## src/hdl/ext_timer_pkg.sv

```systemverilog
package ext_timer_pkg;
  // Register offsets (byte addresses on the plain register port)
  localparam logic [7:0] ADDR_CAP1_HI = 8'hF0;
  localparam logic [7:0] ADDR_CAP1_LO = 8'hF1;
  localparam logic [7:0] ADDR_CAP2_HI = 8'hF2;
  localparam logic [7:0] ADDR_CAP2_LO = 8'hF3;
  localparam logic [7:0] ADDR_CNT_HI = 8'hF4;
  localparam logic [7:0] ADDR_CNT_LO = 8'hF5;
  localparam logic [7:0] ADDR_ACNT_HI = 8'hF6;
  localparam logic [7:0] ADDR_ACNT_LO = 8'hF7;
  localparam logic [7:0] ADDR_CMP1_HI = 8'hF8;
  localparam logic [7:0] ADDR_CMP1_LO = 8'hF9;
  localparam logic [7:0] ADDR_CMP2_HI = 8'hFA;
  localparam logic [7:0] ADDR_CMP2_LO = 8'hFB;
  localparam logic [7:0] ADDR_CTRL1 = 8'hFC;
  localparam logic [7:0] ADDR_CTRL2 = 8'hFD;
  localparam logic [7:0] ADDR_FLAGS = 8'hFE;
  localparam logic [7:0] ADDR_ROUTE = 8'hFF;

  // Reset values, cleared counter value and counter maximum
  localparam logic [15:0] CNT_RST = 16'hFFFC;
  localparam logic [15:0] CMP_RST = 16'h8000;
  localparam logic [7:0] CTRL_RST = 8'h00;
  localparam logic [15:0] CNT_CLEARED = 16'h0000;
  localparam logic [15:0] CNT_MAX = 16'hFFFF;

  // First control register fields
  localparam int C1_CAP_IE = 7;
  localparam int C1_CMP_IE = 6;
  localparam int C1_OVF_IE = 5;
  localparam int C1_FORCE2 = 4;
  localparam int C1_FORCE1 = 3;
  localparam int C1_LVL2 = 2;
  localparam int C1_EDGE1 = 1;
  localparam int C1_LVL1 = 0;
  // Second control register fields
  localparam int C2_DED1 = 7;
  localparam int C2_DED2 = 6;
  localparam int C2_OPM = 5;
  localparam int C2_PWM = 4;
  localparam int C2_CLK_HI = 3;
  localparam int C2_CLK_LO = 2;
  localparam int C2_EDGE2 = 1;
  localparam int C2_EXT_EDGE = 0;
  // Route register width (bits 7:4 read zero)
  localparam int ROUTE_W = 4;

  // Clock select codes and prescaler
  localparam logic [1:0] CLK_DIV4 = 2'h0;
  localparam logic [1:0] CLK_DIV2 = 2'h1;
  localparam logic [1:0] CLK_DIV8 = 2'h2;
  localparam logic [1:0] CLK_EXT = 2'h3;
  localparam logic [2:0] PRE_MASK2 = 3'h1;
  localparam logic [2:0] PRE_MASK4 = 3'h3;
  localparam logic [2:0] PRE_MASK8 = 3'h7;

  // Status flags
  typedef struct packed {
    logic cap1;
    logic cmp1;
    logic ovf;
    logic cap2;
    logic cmp2;
  } flags_s;

  // Interrupt lines by routing
  typedef struct packed {
    logic ovf;
    logic cmp;
    logic cap;
    logic glob;
  } irq_lines_s;
endpackage

```

## src/hdl/ext_timer_ctrl_status.sv

```systemverilog
// The strobed register port was decided locally.
`timescale 1ns/1ps
// Behaviour
// - Capture enable gates capture flags onto interrupt
// - Compare enable gates compare flags onto interrupt
// - Overflow enable gates overflow flag onto interrupt
// - Force bits copy level bit to pin
// - Compare 2 match drives level 2 out
// - Compare 1 match drives level 1 out
// - Pulse modes drive pin 1 from level 2
// - Capture 1 edge chosen by edge bit 1
// - Capture 2 edge chosen by edge bit 2
// - Dedication bit hands pin to timer
// - One-pulse mode: capture edge starts pulse
// - PWM: compare 1 length, compare 2 period
// - Clock select: div4, div2, div8, external
// - External edge bit picks counting edge
// - Capture flag 1 set, cleared by sequence
// - Compare flag 1 set, cleared by sequence
// - Overflow flag set on wrap, sequence clear
// - Alternate counter access never clears overflow
// - Capture flag 2 set, cleared by sequence
// - Compare flag 2 set, cleared by sequence
// - Status bits 2..0 read zero
// - Route bits steer interrupt lines; 7..4 zero
// - Counter low byte writes reset counter
// - Capture copies counter into capture registers
module ext_timer_ctrl_status (
  input wire logic ref_clk,
  input wire logic rstn,
  input wire logic [7:0] addr,
  input wire logic [7:0] wdata,
  input wire logic wr,
  input wire logic rd,
  output logic [7:0] rdata,
  input wire logic capture_pin_ch1,
  input wire logic capture_pin_ch2,
  input wire logic external_timer_clock_pin,
  output logic compare_pin_ch1,
  output logic compare_pin_ch2,
  output logic compare_pin_dedicate_ch1,
  output logic compare_pin_dedicate_ch2,
  output logic timer_irq,
  output ext_timer_pkg::irq_lines_s irq_to_timer,
  output ext_timer_pkg::irq_lines_s irq_to_external
);
  logic [7:0] ctrl1_ff;
  logic [7:0] ctrl2_ff;
  logic [3:0] route_ff;
  logic [15:0] cnt_ff;
  logic [15:0] cmp1_ff;
  logic [15:0] cmp2_ff;
  logic [15:0] cap1_ff;
  logic [15:0] cap2_ff;
  ext_timer_pkg::flags_s flags_ff;
  ext_timer_pkg::flags_s armed_ff;
  logic [2:0] pre_ff;
  logic cap1_d_ff;
  logic cap2_d_ff;
  logic ext_d_ff;
  logic pulse_on_ff;
  logic tick;
  logic cap1_evt;
  logic cap2_evt;
  logic match1;
  logic match2;
  logic ovf_evt;
  logic cnt_wr;
  logic pulse_mode;
  logic [2:0] pre_mask;
  ext_timer_pkg::flags_s clr;
  ext_timer_pkg::irq_lines_s lines;

  // Prescaler and external clock edge selection
  always_comb begin
    unique case (ctrl2_ff[ext_timer_pkg::C2_CLK_HI:ext_timer_pkg::C2_CLK_LO])
      ext_timer_pkg::CLK_DIV2: pre_mask = ext_timer_pkg::PRE_MASK2;
      ext_timer_pkg::CLK_DIV8: pre_mask = ext_timer_pkg::PRE_MASK8;
      default: pre_mask = ext_timer_pkg::PRE_MASK4;
    endcase
    if (ctrl2_ff[ext_timer_pkg::C2_CLK_HI:ext_timer_pkg::C2_CLK_LO] == ext_timer_pkg::CLK_EXT)
    begin
      tick = ctrl2_ff[ext_timer_pkg::C2_EXT_EDGE] ? (external_timer_clock_pin & ~ext_d_ff)
                                                  : (~external_timer_clock_pin & ext_d_ff);
    end else begin
      tick = ((pre_ff & pre_mask) == pre_mask);
    end
  end

  // Capture edges, matches and overflow
  assign cap1_evt = ctrl1_ff[ext_timer_pkg::C1_EDGE1] ? (capture_pin_ch1 & ~cap1_d_ff)
                                                      : (~capture_pin_ch1 & cap1_d_ff);
  assign cap2_evt = ctrl2_ff[ext_timer_pkg::C2_EDGE2] ? (capture_pin_ch2 & ~cap2_d_ff)
                                                      : (~capture_pin_ch2 & cap2_d_ff);
  assign cnt_wr = wr & ((addr == ext_timer_pkg::ADDR_CNT_LO) |
                        (addr == ext_timer_pkg::ADDR_ACNT_LO));
  assign match1 = (cnt_ff == cmp1_ff);
  assign match2 = (cnt_ff == cmp2_ff);
  assign ovf_evt = tick & ~cnt_wr & (cnt_ff == ext_timer_pkg::CNT_MAX);
  assign pulse_mode = ctrl2_ff[ext_timer_pkg::C2_OPM] | ctrl2_ff[ext_timer_pkg::C2_PWM];

  // Clear requests: armed by a status read, fired by access to the low byte
  always_comb begin
    clr.cap1 = armed_ff.cap1 & (rd | wr) & (addr == ext_timer_pkg::ADDR_CAP1_LO);
    clr.cmp1 = armed_ff.cmp1 & (rd | wr) & (addr == ext_timer_pkg::ADDR_CMP1_LO);
    clr.ovf = armed_ff.ovf & (rd | wr) & (addr == ext_timer_pkg::ADDR_CNT_LO);
    clr.cap2 = armed_ff.cap2 & (rd | wr) & (addr == ext_timer_pkg::ADDR_CAP2_LO);
    clr.cmp2 = armed_ff.cmp2 & (rd | wr) & (addr == ext_timer_pkg::ADDR_CMP2_LO);
  end

  // Input sampling for edge detection
  always_ff @(posedge ref_clk) begin
    if (!rstn) begin
      cap1_d_ff <= 1'b0;
      cap2_d_ff <= 1'b0;
      ext_d_ff <= 1'b0;
    end else begin
      cap1_d_ff <= capture_pin_ch1;
      cap2_d_ff <= capture_pin_ch2;
      ext_d_ff <= external_timer_clock_pin;
    end
  end

  // Prescaler runs free; reloaded with the counter on a counter write
  always_ff @(posedge ref_clk) begin
    if (!rstn || cnt_wr) begin
      pre_ff <= 3'h0;
    end else begin
      pre_ff <= pre_ff + 3'h1;
    end
  end

  // Free-running counter; PWM restarts the period on compare 2
  always_ff @(posedge ref_clk) begin
    if (!rstn) begin
      cnt_ff <= ext_timer_pkg::CNT_RST;
    end else if (cnt_wr) begin
      cnt_ff <= ext_timer_pkg::CNT_RST;
    end else if (tick) begin
      if (ctrl2_ff[ext_timer_pkg::C2_PWM] && match2) begin
        cnt_ff <= ext_timer_pkg::CNT_CLEARED;
      end else if (ctrl2_ff[ext_timer_pkg::C2_OPM] && cap1_evt) begin
        cnt_ff <= ext_timer_pkg::CNT_CLEARED;
      end else begin
        cnt_ff <= cnt_ff + 16'h0001;
      end
    end else if (ctrl2_ff[ext_timer_pkg::C2_OPM] && cap1_evt) begin
      cnt_ff <= ext_timer_pkg::CNT_CLEARED;
    end
  end

  // Capture registers latch the counter on the active edge
  always_ff @(posedge ref_clk) begin
    if (!rstn) begin
      cap1_ff <= 16'h0000;
      cap2_ff <= 16'h0000;
    end else begin
      if (cap1_evt) begin
        cap1_ff <= cnt_ff;
      end
      if (cap2_evt) begin
        cap2_ff <= cnt_ff;
      end
    end
  end

  // Software registers
  always_ff @(posedge ref_clk) begin
    if (!rstn) begin
      ctrl1_ff <= ext_timer_pkg::CTRL_RST;
      ctrl2_ff <= ext_timer_pkg::CTRL_RST;
      route_ff <= 4'h0;
      cmp1_ff <= ext_timer_pkg::CMP_RST;
      cmp2_ff <= ext_timer_pkg::CMP_RST;
    end else if (wr) begin
      unique case (addr)
        ext_timer_pkg::ADDR_CTRL1: ctrl1_ff <= wdata;
        ext_timer_pkg::ADDR_CTRL2: ctrl2_ff <= wdata;
        ext_timer_pkg::ADDR_ROUTE: route_ff <= wdata[ext_timer_pkg::ROUTE_W-1:0];
        ext_timer_pkg::ADDR_CMP1_HI: cmp1_ff[15:8] <= wdata;
        ext_timer_pkg::ADDR_CMP1_LO: cmp1_ff[7:0] <= wdata;
        ext_timer_pkg::ADDR_CMP2_HI: cmp2_ff[15:8] <= wdata;
        ext_timer_pkg::ADDR_CMP2_LO: cmp2_ff[7:0] <= wdata;
        default: ;
      endcase
    end
  end

  // Flags: a set in the clearing cycle wins; status read arms clearing
  always_ff @(posedge ref_clk) begin
    if (!rstn) begin
      flags_ff <= '0;
      armed_ff <= '0;
    end else begin
      flags_ff.cap1 <= cap1_evt | (flags_ff.cap1 & ~clr.cap1);
      flags_ff.cmp1 <= (tick & match1) | (flags_ff.cmp1 & ~clr.cmp1);
      flags_ff.ovf <= ovf_evt | (flags_ff.ovf & ~clr.ovf);
      flags_ff.cap2 <= cap2_evt | (flags_ff.cap2 & ~clr.cap2);
      flags_ff.cmp2 <= (tick & match2) | (flags_ff.cmp2 & ~clr.cmp2);
      if (rd && addr == ext_timer_pkg::ADDR_FLAGS) begin
        armed_ff <= flags_ff;
      end else begin
        armed_ff <= armed_ff & ~clr;
      end
    end
  end

  // Compare outputs; one-pulse ends at compare 1, PWM returns at period
  always_ff @(posedge ref_clk) begin
    if (!rstn) begin
      compare_pin_ch1 <= 1'b0;
      compare_pin_ch2 <= 1'b0;
      pulse_on_ff <= 1'b0;
    end else begin
      if (ctrl2_ff[ext_timer_pkg::C2_OPM] && cap1_evt) begin
        compare_pin_ch1 <= ctrl1_ff[ext_timer_pkg::C1_LVL2];
        pulse_on_ff <= 1'b1;
      end else if (wr && addr == ext_timer_pkg::ADDR_CTRL1 && wdata[ext_timer_pkg::C1_FORCE1])
      begin
        compare_pin_ch1 <= pulse_mode ? wdata[ext_timer_pkg::C1_LVL2]
                                      : wdata[ext_timer_pkg::C1_LVL1];
      end else if (tick && ctrl2_ff[ext_timer_pkg::C2_PWM]) begin
        if (match1) begin
          compare_pin_ch1 <= ctrl1_ff[ext_timer_pkg::C1_LVL2];
        end else if (match2) begin
          compare_pin_ch1 <= ~ctrl1_ff[ext_timer_pkg::C1_LVL2];
        end
      end else if (tick && match1) begin
        if (ctrl2_ff[ext_timer_pkg::C2_OPM]) begin
          if (pulse_on_ff) begin
            compare_pin_ch1 <= ~ctrl1_ff[ext_timer_pkg::C1_LVL2];
            pulse_on_ff <= 1'b0;
          end
        end else if (ctrl2_ff[ext_timer_pkg::C2_DED1]) begin
          compare_pin_ch1 <= ctrl1_ff[ext_timer_pkg::C1_LVL1];
        end
      end
      if (wr && addr == ext_timer_pkg::ADDR_CTRL1 && wdata[ext_timer_pkg::C1_FORCE2]) begin
        compare_pin_ch2 <= wdata[ext_timer_pkg::C1_LVL2];
      end else if (tick && match2 && ctrl2_ff[ext_timer_pkg::C2_DED2]) begin
        compare_pin_ch2 <= ctrl1_ff[ext_timer_pkg::C1_LVL2];
      end
    end
  end

  // Interrupt lines and their routing
  always_comb begin
    lines.cap = ctrl1_ff[ext_timer_pkg::C1_CAP_IE] & (flags_ff.cap1 | flags_ff.cap2);
    lines.cmp = ctrl1_ff[ext_timer_pkg::C1_CMP_IE] & (flags_ff.cmp1 | flags_ff.cmp2);
    lines.ovf = ctrl1_ff[ext_timer_pkg::C1_OVF_IE] & flags_ff.ovf;
    lines.glob = lines.cap | lines.cmp | lines.ovf;
  end

  // Registered interrupt and pin-dedication outputs
  always_ff @(posedge ref_clk) begin
    if (!rstn) begin
      timer_irq <= 1'b0;
      irq_to_timer <= '0;
      irq_to_external <= '0;
      compare_pin_dedicate_ch1 <= 1'b0;
      compare_pin_dedicate_ch2 <= 1'b0;
    end else begin
      timer_irq <= lines.glob;
      irq_to_timer <= lines & route_ff;
      irq_to_external <= lines & ~route_ff;
      compare_pin_dedicate_ch1 <= ctrl2_ff[ext_timer_pkg::C2_DED1] | pulse_mode;
      compare_pin_dedicate_ch2 <= ctrl2_ff[ext_timer_pkg::C2_DED2];
    end
  end

  // Read data, one cycle after the strobe
  always_ff @(posedge ref_clk) begin
    if (!rstn) begin
      rdata <= 8'h00;
    end else if (rd) begin
      unique case (addr)
        ext_timer_pkg::ADDR_CAP1_HI: rdata <= cap1_ff[15:8];
        ext_timer_pkg::ADDR_CAP1_LO: rdata <= cap1_ff[7:0];
        ext_timer_pkg::ADDR_CAP2_HI: rdata <= cap2_ff[15:8];
        ext_timer_pkg::ADDR_CAP2_LO: rdata <= cap2_ff[7:0];
        ext_timer_pkg::ADDR_CNT_HI, ext_timer_pkg::ADDR_ACNT_HI: rdata <= cnt_ff[15:8];
        ext_timer_pkg::ADDR_CNT_LO, ext_timer_pkg::ADDR_ACNT_LO: rdata <= cnt_ff[7:0];
        ext_timer_pkg::ADDR_CMP1_HI: rdata <= cmp1_ff[15:8];
        ext_timer_pkg::ADDR_CMP1_LO: rdata <= cmp1_ff[7:0];
        ext_timer_pkg::ADDR_CMP2_HI: rdata <= cmp2_ff[15:8];
        ext_timer_pkg::ADDR_CMP2_LO: rdata <= cmp2_ff[7:0];
        ext_timer_pkg::ADDR_CTRL1: rdata <= ctrl1_ff;
        ext_timer_pkg::ADDR_CTRL2: rdata <= ctrl2_ff;
        ext_timer_pkg::ADDR_FLAGS: rdata <= {flags_ff, 3'h0};
        ext_timer_pkg::ADDR_ROUTE: rdata <= {4'h0, route_ff};
        default: rdata <= 8'h00;
      endcase
    end else begin
      rdata <= 8'h00;
    end
  end

  // Checks
  chk_cap1_capture: assert property (@(posedge ref_clk) disable iff (!rstn)
    cap1_evt |=> (cap1_ff == $past(cnt_ff) && flags_ff.cap1))
    else $error("capture 1 not taken");
  chk_cap_irq: assert property (@(posedge ref_clk) disable iff (!rstn)
    (flags_ff.cap2 && ctrl1_ff[7]) |=> timer_irq)
    else $error("capture irq missing");
  chk_cmp_irq_off: assert property (@(posedge ref_clk) disable iff (!rstn)
    (ctrl1_ff[7:5] == 3'h0) |=> !timer_irq)
    else $error("irq without enable");
  chk_ovf_set: assert property (@(posedge ref_clk) disable iff (!rstn)
    ovf_evt |=> (flags_ff.ovf && cnt_ff == 16'h0000))
    else $error("overflow not flagged");
  chk_alt_no_clear: assert property (@(posedge ref_clk) disable iff (!rstn)
    (flags_ff.ovf && (rd || wr) && addr == ext_timer_pkg::ADDR_ACNT_LO) |=> flags_ff.ovf)
    else $error("alternate access cleared overflow");
  chk_cnt_reset: assert property (@(posedge ref_clk) disable iff (!rstn)
    cnt_wr |=> cnt_ff == ext_timer_pkg::CNT_RST)
    else $error("counter not reset by write");
  chk_flags_zero: assert property (@(posedge ref_clk) disable iff (!rstn)
    (rd && addr == ext_timer_pkg::ADDR_FLAGS) |=> rdata[2:0] == 3'h0)
    else $error("reserved status bits set");
  chk_cmp2_pin: assert property (@(posedge ref_clk) disable iff (!rstn)
    (tick && match2 && ctrl2_ff[6] && !wr) |=> compare_pin_ch2 == $past(ctrl1_ff[2]))
    else $error("compare 2 pin wrong");
  chk_cnt_step: assert property (@(posedge ref_clk) disable iff (!rstn)
    (tick && !cnt_wr && !pulse_mode) |=> cnt_ff == $past(cnt_ff) + 16'h0001)
    else $error("counter did not step");
endmodule

```

## config.mk

```make
export PLATFORM = sky130hd
export DESIGN_NAME = ext_timer_ctrl_status
export DESIGN_NICKNAME = d
export VERILOG_FILES = /design/src/hdl/ext_timer_pkg.sv /design/src/hdl/ext_timer_ctrl_status.sv
export SDC_FILE = /design/constraint.sdc
export NUM_CORES = 1
export LEC_CHECK = 0
export BUFFER_PORTS_ARGS = -buffer_cell sky130_fd_sc_hd__buf_2
export CORE_ASPECT_RATIO = 1.4
export CORE_MARGIN = 8
export CORE_UTILIZATION = 58
export CTS_CLUSTER_DIAMETER = 80
export DETAILED_ROUTE_END_ITERATION = 8
export PLACE_DENSITY_LB_ADDON = 0.15
export REMOVE_ABC_BUFFERS = 1
export SLEW_MARGIN = 15
export SYNTH_ARGS = -nofsm -noshare
export SYNTH_HDL_FRONTEND = slang
export SYNTH_SLANG_ARGS = --single-unit
```

## constraint.sdc

```tcl
create_clock -name ref_clk -period 4.2 [get_ports ref_clk]
set_clock_uncertainty 0.05 [all_clocks]
set_input_delay 0.63 -clock ref_clk [delete_from_list [all_inputs] [get_ports ref_clk]]
set_output_delay 0.63 -clock ref_clk [all_outputs]
set_load 0.05 [all_outputs]
```

Yosys cells after proc, flatten, opt, wreduce, memory -nomap -nowiden
Cells that the tools add are included.
Widths: inputs -> output; s select.
{ "word_totals": {"mem_count": 0, "input_bits": 23, "latchBits": 0, "out_inout_bits": 21, "romBits": 0, "mem_bits_rw": 0, "word_cells": 189, "regBits": 138} }
{ "classes": {"magnitude_cmp": 0, "n_mul": 0, "n_eq_ne": 27, "div_mod_pow": 0, "n_bitwise": 62, "muxes": 28, "n_reduce_logical": 31, "n_shift": 0, "addsub": 2} }
{ "op_table": {"columns": ["cell", "n"], "rows": [
  ["$eq 8x8->1 const B", 16],
  ["$pmux 8 s14", 1],
  ["$mux 16", 4],
  ["$eq 16x16->1", 2],
  ["$and 1x1->1", 29],
  ["$mux 1", 21],
  ["$add 16x1->16 const B", 1],
  ["$eq 16x16->1 const B", 1],
  ["$reduce_and 2->1", 8],
  ["$not 1->1", 14],
  ["$or 1x1->1", 13],
  ["$logic_and 1x1->1", 10],
  ["$and 4x4->4", 2],
  ["$reduce_and 4->1", 2],
  ["$reduce_bool 2->1", 4],
  ["$pmux 3 s2", 1],
  ["$reduce_or 2->1", 3],
  ["$and 5x5->5", 1],
  ["$mux 5", 1],
  ["$ne 5x1->1 const B", 1],
  ["$ne 5x5->1 const B", 1],
  ["$not 5->5", 1],
  ["$reduce_bool 5->1", 1],
  ["$eq 2x2->1 const B", 2],
  ["9 further kinds", 10]
]} }

Depth between registers and ports, before layout
{ "logic_depth": {"depth_word": 10, "mapped_depth": 8, "ltp_nobuf": 7} }

Worst setup path before layout
Ideal clock, no wire load.
{ "synth_timing": {"path_type": "input-to-reg", "startpoint": "in addr[5]", "endpoint": "reg cmp1_ff[15]", "path_slack_ps": 2062, "t_required_ps": 4024, "arrival_time_ps": 1962, "path_stages": 6, "n_path_buf": 1, "setup_time_ps": 126, "path_cell_list": "nand4_1 -> nor3b_1 -> buf_2 -> nand3_2 -> mux2i_1 -> nand2_1"} }
{ "synth_between": {"elab_chain_cells": 2} }
{ "synth_rtl": {"columns": ["item", "line_no", "text"], "rows": [
  ["start, declared", "ext_timer_ctrl_status.sv:31", "input wire logic [7:0] addr,"],
  ["$eq 8x8->1", "ext_timer_ctrl_status.sv:176", "unique case (addr)"],
  ["$reduce_and 2->1 (no source line)", null, null],
  ["end signal, assigned", "ext_timer_ctrl_status.sv:173", "cmp1_ff <= ext_timer_pkg::CMP_RST;"],
  ["end signal, assigned", "ext_timer_ctrl_status.sv:180", "ext_timer_pkg::ADDR_CMP1_HI: cmp1_ff[15:8] <= wdata;"],
  ["end, declared", "ext_timer_ctrl_status.sv:51", "logic [15:0] cmp1_ff;"]
]} }
Every way passes these cells.
A chain may end at the register's enable or synchronous reset.

Worst setup path after layout
{ "layout_timing": {"startpoint": "reg cnt_ff[5]", "endpoint": "reg cnt_ff[15]"} }
{ "layout_between": {"elab_chain_cells": 4, "word_cells_on_any_way": 6, "cone_classes": "add/sub: 1; eq/ne: 1; mux: 3; reduce/logical: 1"} }
{ "layout_rtl": {"columns": ["item", "line_no", "text"], "rows": [
  ["start, declared", "ext_timer_ctrl_status.sv:50", "logic [15:0] cnt_ff;"],
  ["start signal, assigned", "ext_timer_ctrl_status.sv:136", "cnt_ff <= ext_timer_pkg::CNT_RST;"],
  ["start signal, assigned", "ext_timer_ctrl_status.sv:138", "cnt_ff <= ext_timer_pkg::CNT_RST;"],
  ["start signal, assigned", "ext_timer_ctrl_status.sv:141", "cnt_ff <= ext_timer_pkg::CNT_CLEARED;"],
  ["$add 16x1->16 / $eq 16x16->1 (equally long branches)", "ext_timer_ctrl_status.sv:145, ext_timer_ctrl_status.sv:98", null],
  ["$mux 16 / $logic_and 1x1->1 (equally long branches)", "ext_timer_ctrl_status.sv:142, ext_timer_ctrl_status.sv:140", null],
  ["$mux 16 (*)", "ext_timer_ctrl_status.sv:140", "if (ctrl2_ff[ext_timer_pkg::C2_PWM] && match2) begin"],
  ["$mux 16 (*)", "ext_timer_ctrl_status.sv:139", "end else if (tick) begin"]
]} }
Every way passes the cells marked *; elsewhere a longest branch is shown, timed or not.

==> impl_metrics.yaml <==
synthesis:
  async_flop_share_pct: 0
  synth_area_leaders: "dfxtp_1 41%, mux2i_1 11%, nor2_1 5.6%"
  ys_warn_count: 0
  yosys.cell_types.count: 60
  yosysTopAreaCell: "dfxtp_1"
  synth.cell_area_um2: 6660
  synth_commonest_cells: "138 x dfxtp_1, 99 x nor2_1, 71 x nand2_1"
  synth_edf_count: 0
  syn_inst: 763
  yosysMostFrequentCell: "dfxtp_1"
  synthFlopType: "dfxtp_1"
  synth.top_cell.area_share_pct: 41.5
  seq_area_frac_synth_pct: 41.5
  synth_seq_cells: 138
  syn_avg_cell_area_um2: 8.73
route:
  first_iter_violations: 638
  ant_nets: 0
  wirelength_um: 21400
  firstDrtPassIters: 7
  via_per_inst: 6.45
  wire_per_inst_um: 22.9
  drc: 0
  dr_total_vias: 6015
power:
  power_frac_clock_pct: 47.5
  ir_worst_vdd_v: 0.000290
  p_switching_w: 0.000753
  power_per_cell_area_nw_per_um2: 401
  switching_share_pct: 25.3
  combPwrFrac_pct: 6.5
  sequentialPowerShare_pct: 46.0
  intPower_w: 0.00222
  p_leak_nw: 2.92
placement:
  gp_congestion: 0.962
  dpl.hpwl_um: 15300
  portBuffers: 43
cts:
  cts_tree: "yes"
  cts_buffers: 17
  clkSinkCount: 138
  cts_buffer_depth: 2
  cts_hold_buf: 0
  htreeDepth: 4
  clk_latency_ns: 0.42
  path_clk_slew_ns: 0.06
  cts_setup_buffers: 0
  cts_root_buf: "clkbuf_16"
  ctsResizeCount: 0
die:
  pin_count: 44
  initial_core_util_pct: 59.1
  dieArea_um2: 15200
  die-height_um: 143
  core_um2: 11300
  row_count: 46
  die-width_um: 107
worst_setup_path:
  cpPeakStageDelay_ns: 0.64
  path_buf_inv: 0
  crit_type: "flop to flop"
  cp_cell_sequence: "xnor2_1 -> nand4_1 -> nor4_4 -> a211o_2 -> o21ai_0 -> a211o_1"
  cp_max_fo: 13
  cp_slowest_cell: "dfxtp_1"
  setup.worst_path.start_class: "flop"
  crit_family: "simple AND/OR/NAND/NOR gates"
  cp-end-kind: "flop"
  cp_data_arrival_time_ns: 2.94
  crit_required_ns: 4.46
sta:
  clock.fmax_ghz: 0.373
  fin_crit_sh_pct: 63.8
  rsz0062_at_grt: "false"
  tightest_slew_ns: 1.05
  finalMaxSlewViolations: 0
  hold_violations: 0
  fin_crit_ns: 2.68
  setup_violations: 0
  finalSetupTns_ns: 0
  slew_headroom_pct: 29.6
flow_run:
  max-cap-violations: 0
finish:
  syn_to_final_growth_pct: 11.2
  antenna_cells: 0
  drive_above_1_share_pct: 14.7
  utilization_pct: 65.7
  fin_nets: 801
global_routing:
  grtUsageTotal_pct: 28.4
  grt_overflow: 0
  grt_pass1_wl_um: 32700
  antenna_found_initial: 0
  grt_max_degree: 38
  grt_pass1_vias: 5806
outcome:
  outcome: "completed"
worst_hold_path:
  hp-class: "input pin to flop"
worst paths after layout:
kind | from | cells past startpoint | slack, ns | end
setup / recovery | cnt_ff[5] | 6 | 1.52 | cnt_ff[15]
hold reg to reg | pre_ff[0] | 1 | 0.40 | pre_ff[0]
setup reg to reg | cnt_ff[5] | 6 | 1.52 | cnt_ff[15]
hold / removal | capture_pin_ch2 | 2 | 0.39 | cap2_d_ff
kinds of logic after synthesis:
logic type	Yosys count	share of synthesized area [%]
simple gates	285	20.5
mux	81	12.5
compound gates	149	14.8
flops	138	41.5
fa+ha+maj	2	0.376
xor+xnor	40	5.48
buf+inv	68	4.86
final cells by class:
| cell class | instances | area (um2) |
|---|---|---|
| flip-flops and latches | 138 | 2760 |
| well taps | 144 | 180 |
| clock inverters | 13 | 124 |
| fillers | 992 | 3870 |
| clock buffers | 19 | 433 |
| inverters | 9 | 33.8 |
| repair buffers | 53 | 290 |
| multi-input cells | 557 | 3580 |
per-layer routing:
| layer | part of all wire (%) | vias up | global-route usage, % |
|---|---|---|---|
| met2 | 47 | 338 | 45.5 |
| met5 | 0 | - | 0 |
| met1 | 39 | 2871 | 33.2 |
| li1 | - | 2732 | - |
| met3 | 7.7 | 74 | 5.73 |
| met4 | 5.9 | 0 | 20.1 |
power groups by stage:
| stage | clock network (W) | registers, W | logic, W |
|---|---|---|---|
| 2_1_floorplan | 0 | 0.00138 | 0.000109 |
| 3_3_place_gp | 0 | 0.00139 | 0.000186 |
| 3_5_place_dp | 0 | 0.00140 | 0.000188 |
| 4_1_cts | 0.00142 | 0.00137 | 0.000189 |
| 5_1_grt | 0.00149 | 0.00137 | 0.000208 |
| 6_report | 0.00141 | 0.00137 | 0.000194 |
flip-flops by register name (all words and copies together) (netlist names), 3 cells and up:
signal	count
armed_ff	5
cap1_ff	16
cap2_ff	16
cmp1_ff	16
cmp2_ff	16
cnt_ff	16
ctrl1_ff	8
ctrl2_ff	8
flags_ff	5
irq_to_external	4
irq_to_timer	4
pre_ff	3
rdata	8
route_ff	4
cell usage in the layout, fill, tap and decap left out, types with 8 or more instances in the layout:
cell type	instances
dfxtp_1	138
nor2_1	99
nand2_1	71
mux2i_1	70
a21oi_1	43
buf_2	43
xnor2_1	33
nand3_1	29
o21ai_0	24
a22oi_1	17
clkbuf_16	17
nor3_1	15
nand4_1	12
and3_1	12
a31oi_1	11
mux2_2	10
buf_4	10
a22o_1	9
a211o_1	8
through the flow:
step	instances	instance area, um2	total power (W)	setup slack, ns	hold WS, ns
final	933	7410	0.00297	1.52	0.391
after detailed placement	901	6850	0.00158	1.29	0.398
after global routing	933	7410	0.00306	1.41	0.401
after CTS	933	7410	0.00298	1.56	0.385
after floorplan	704	6370	0.00149	1.06	0.364
after global placement	901	6850	0.00158	1.40	0.371
Note: power is estimated with default switching activity, not from simulation.
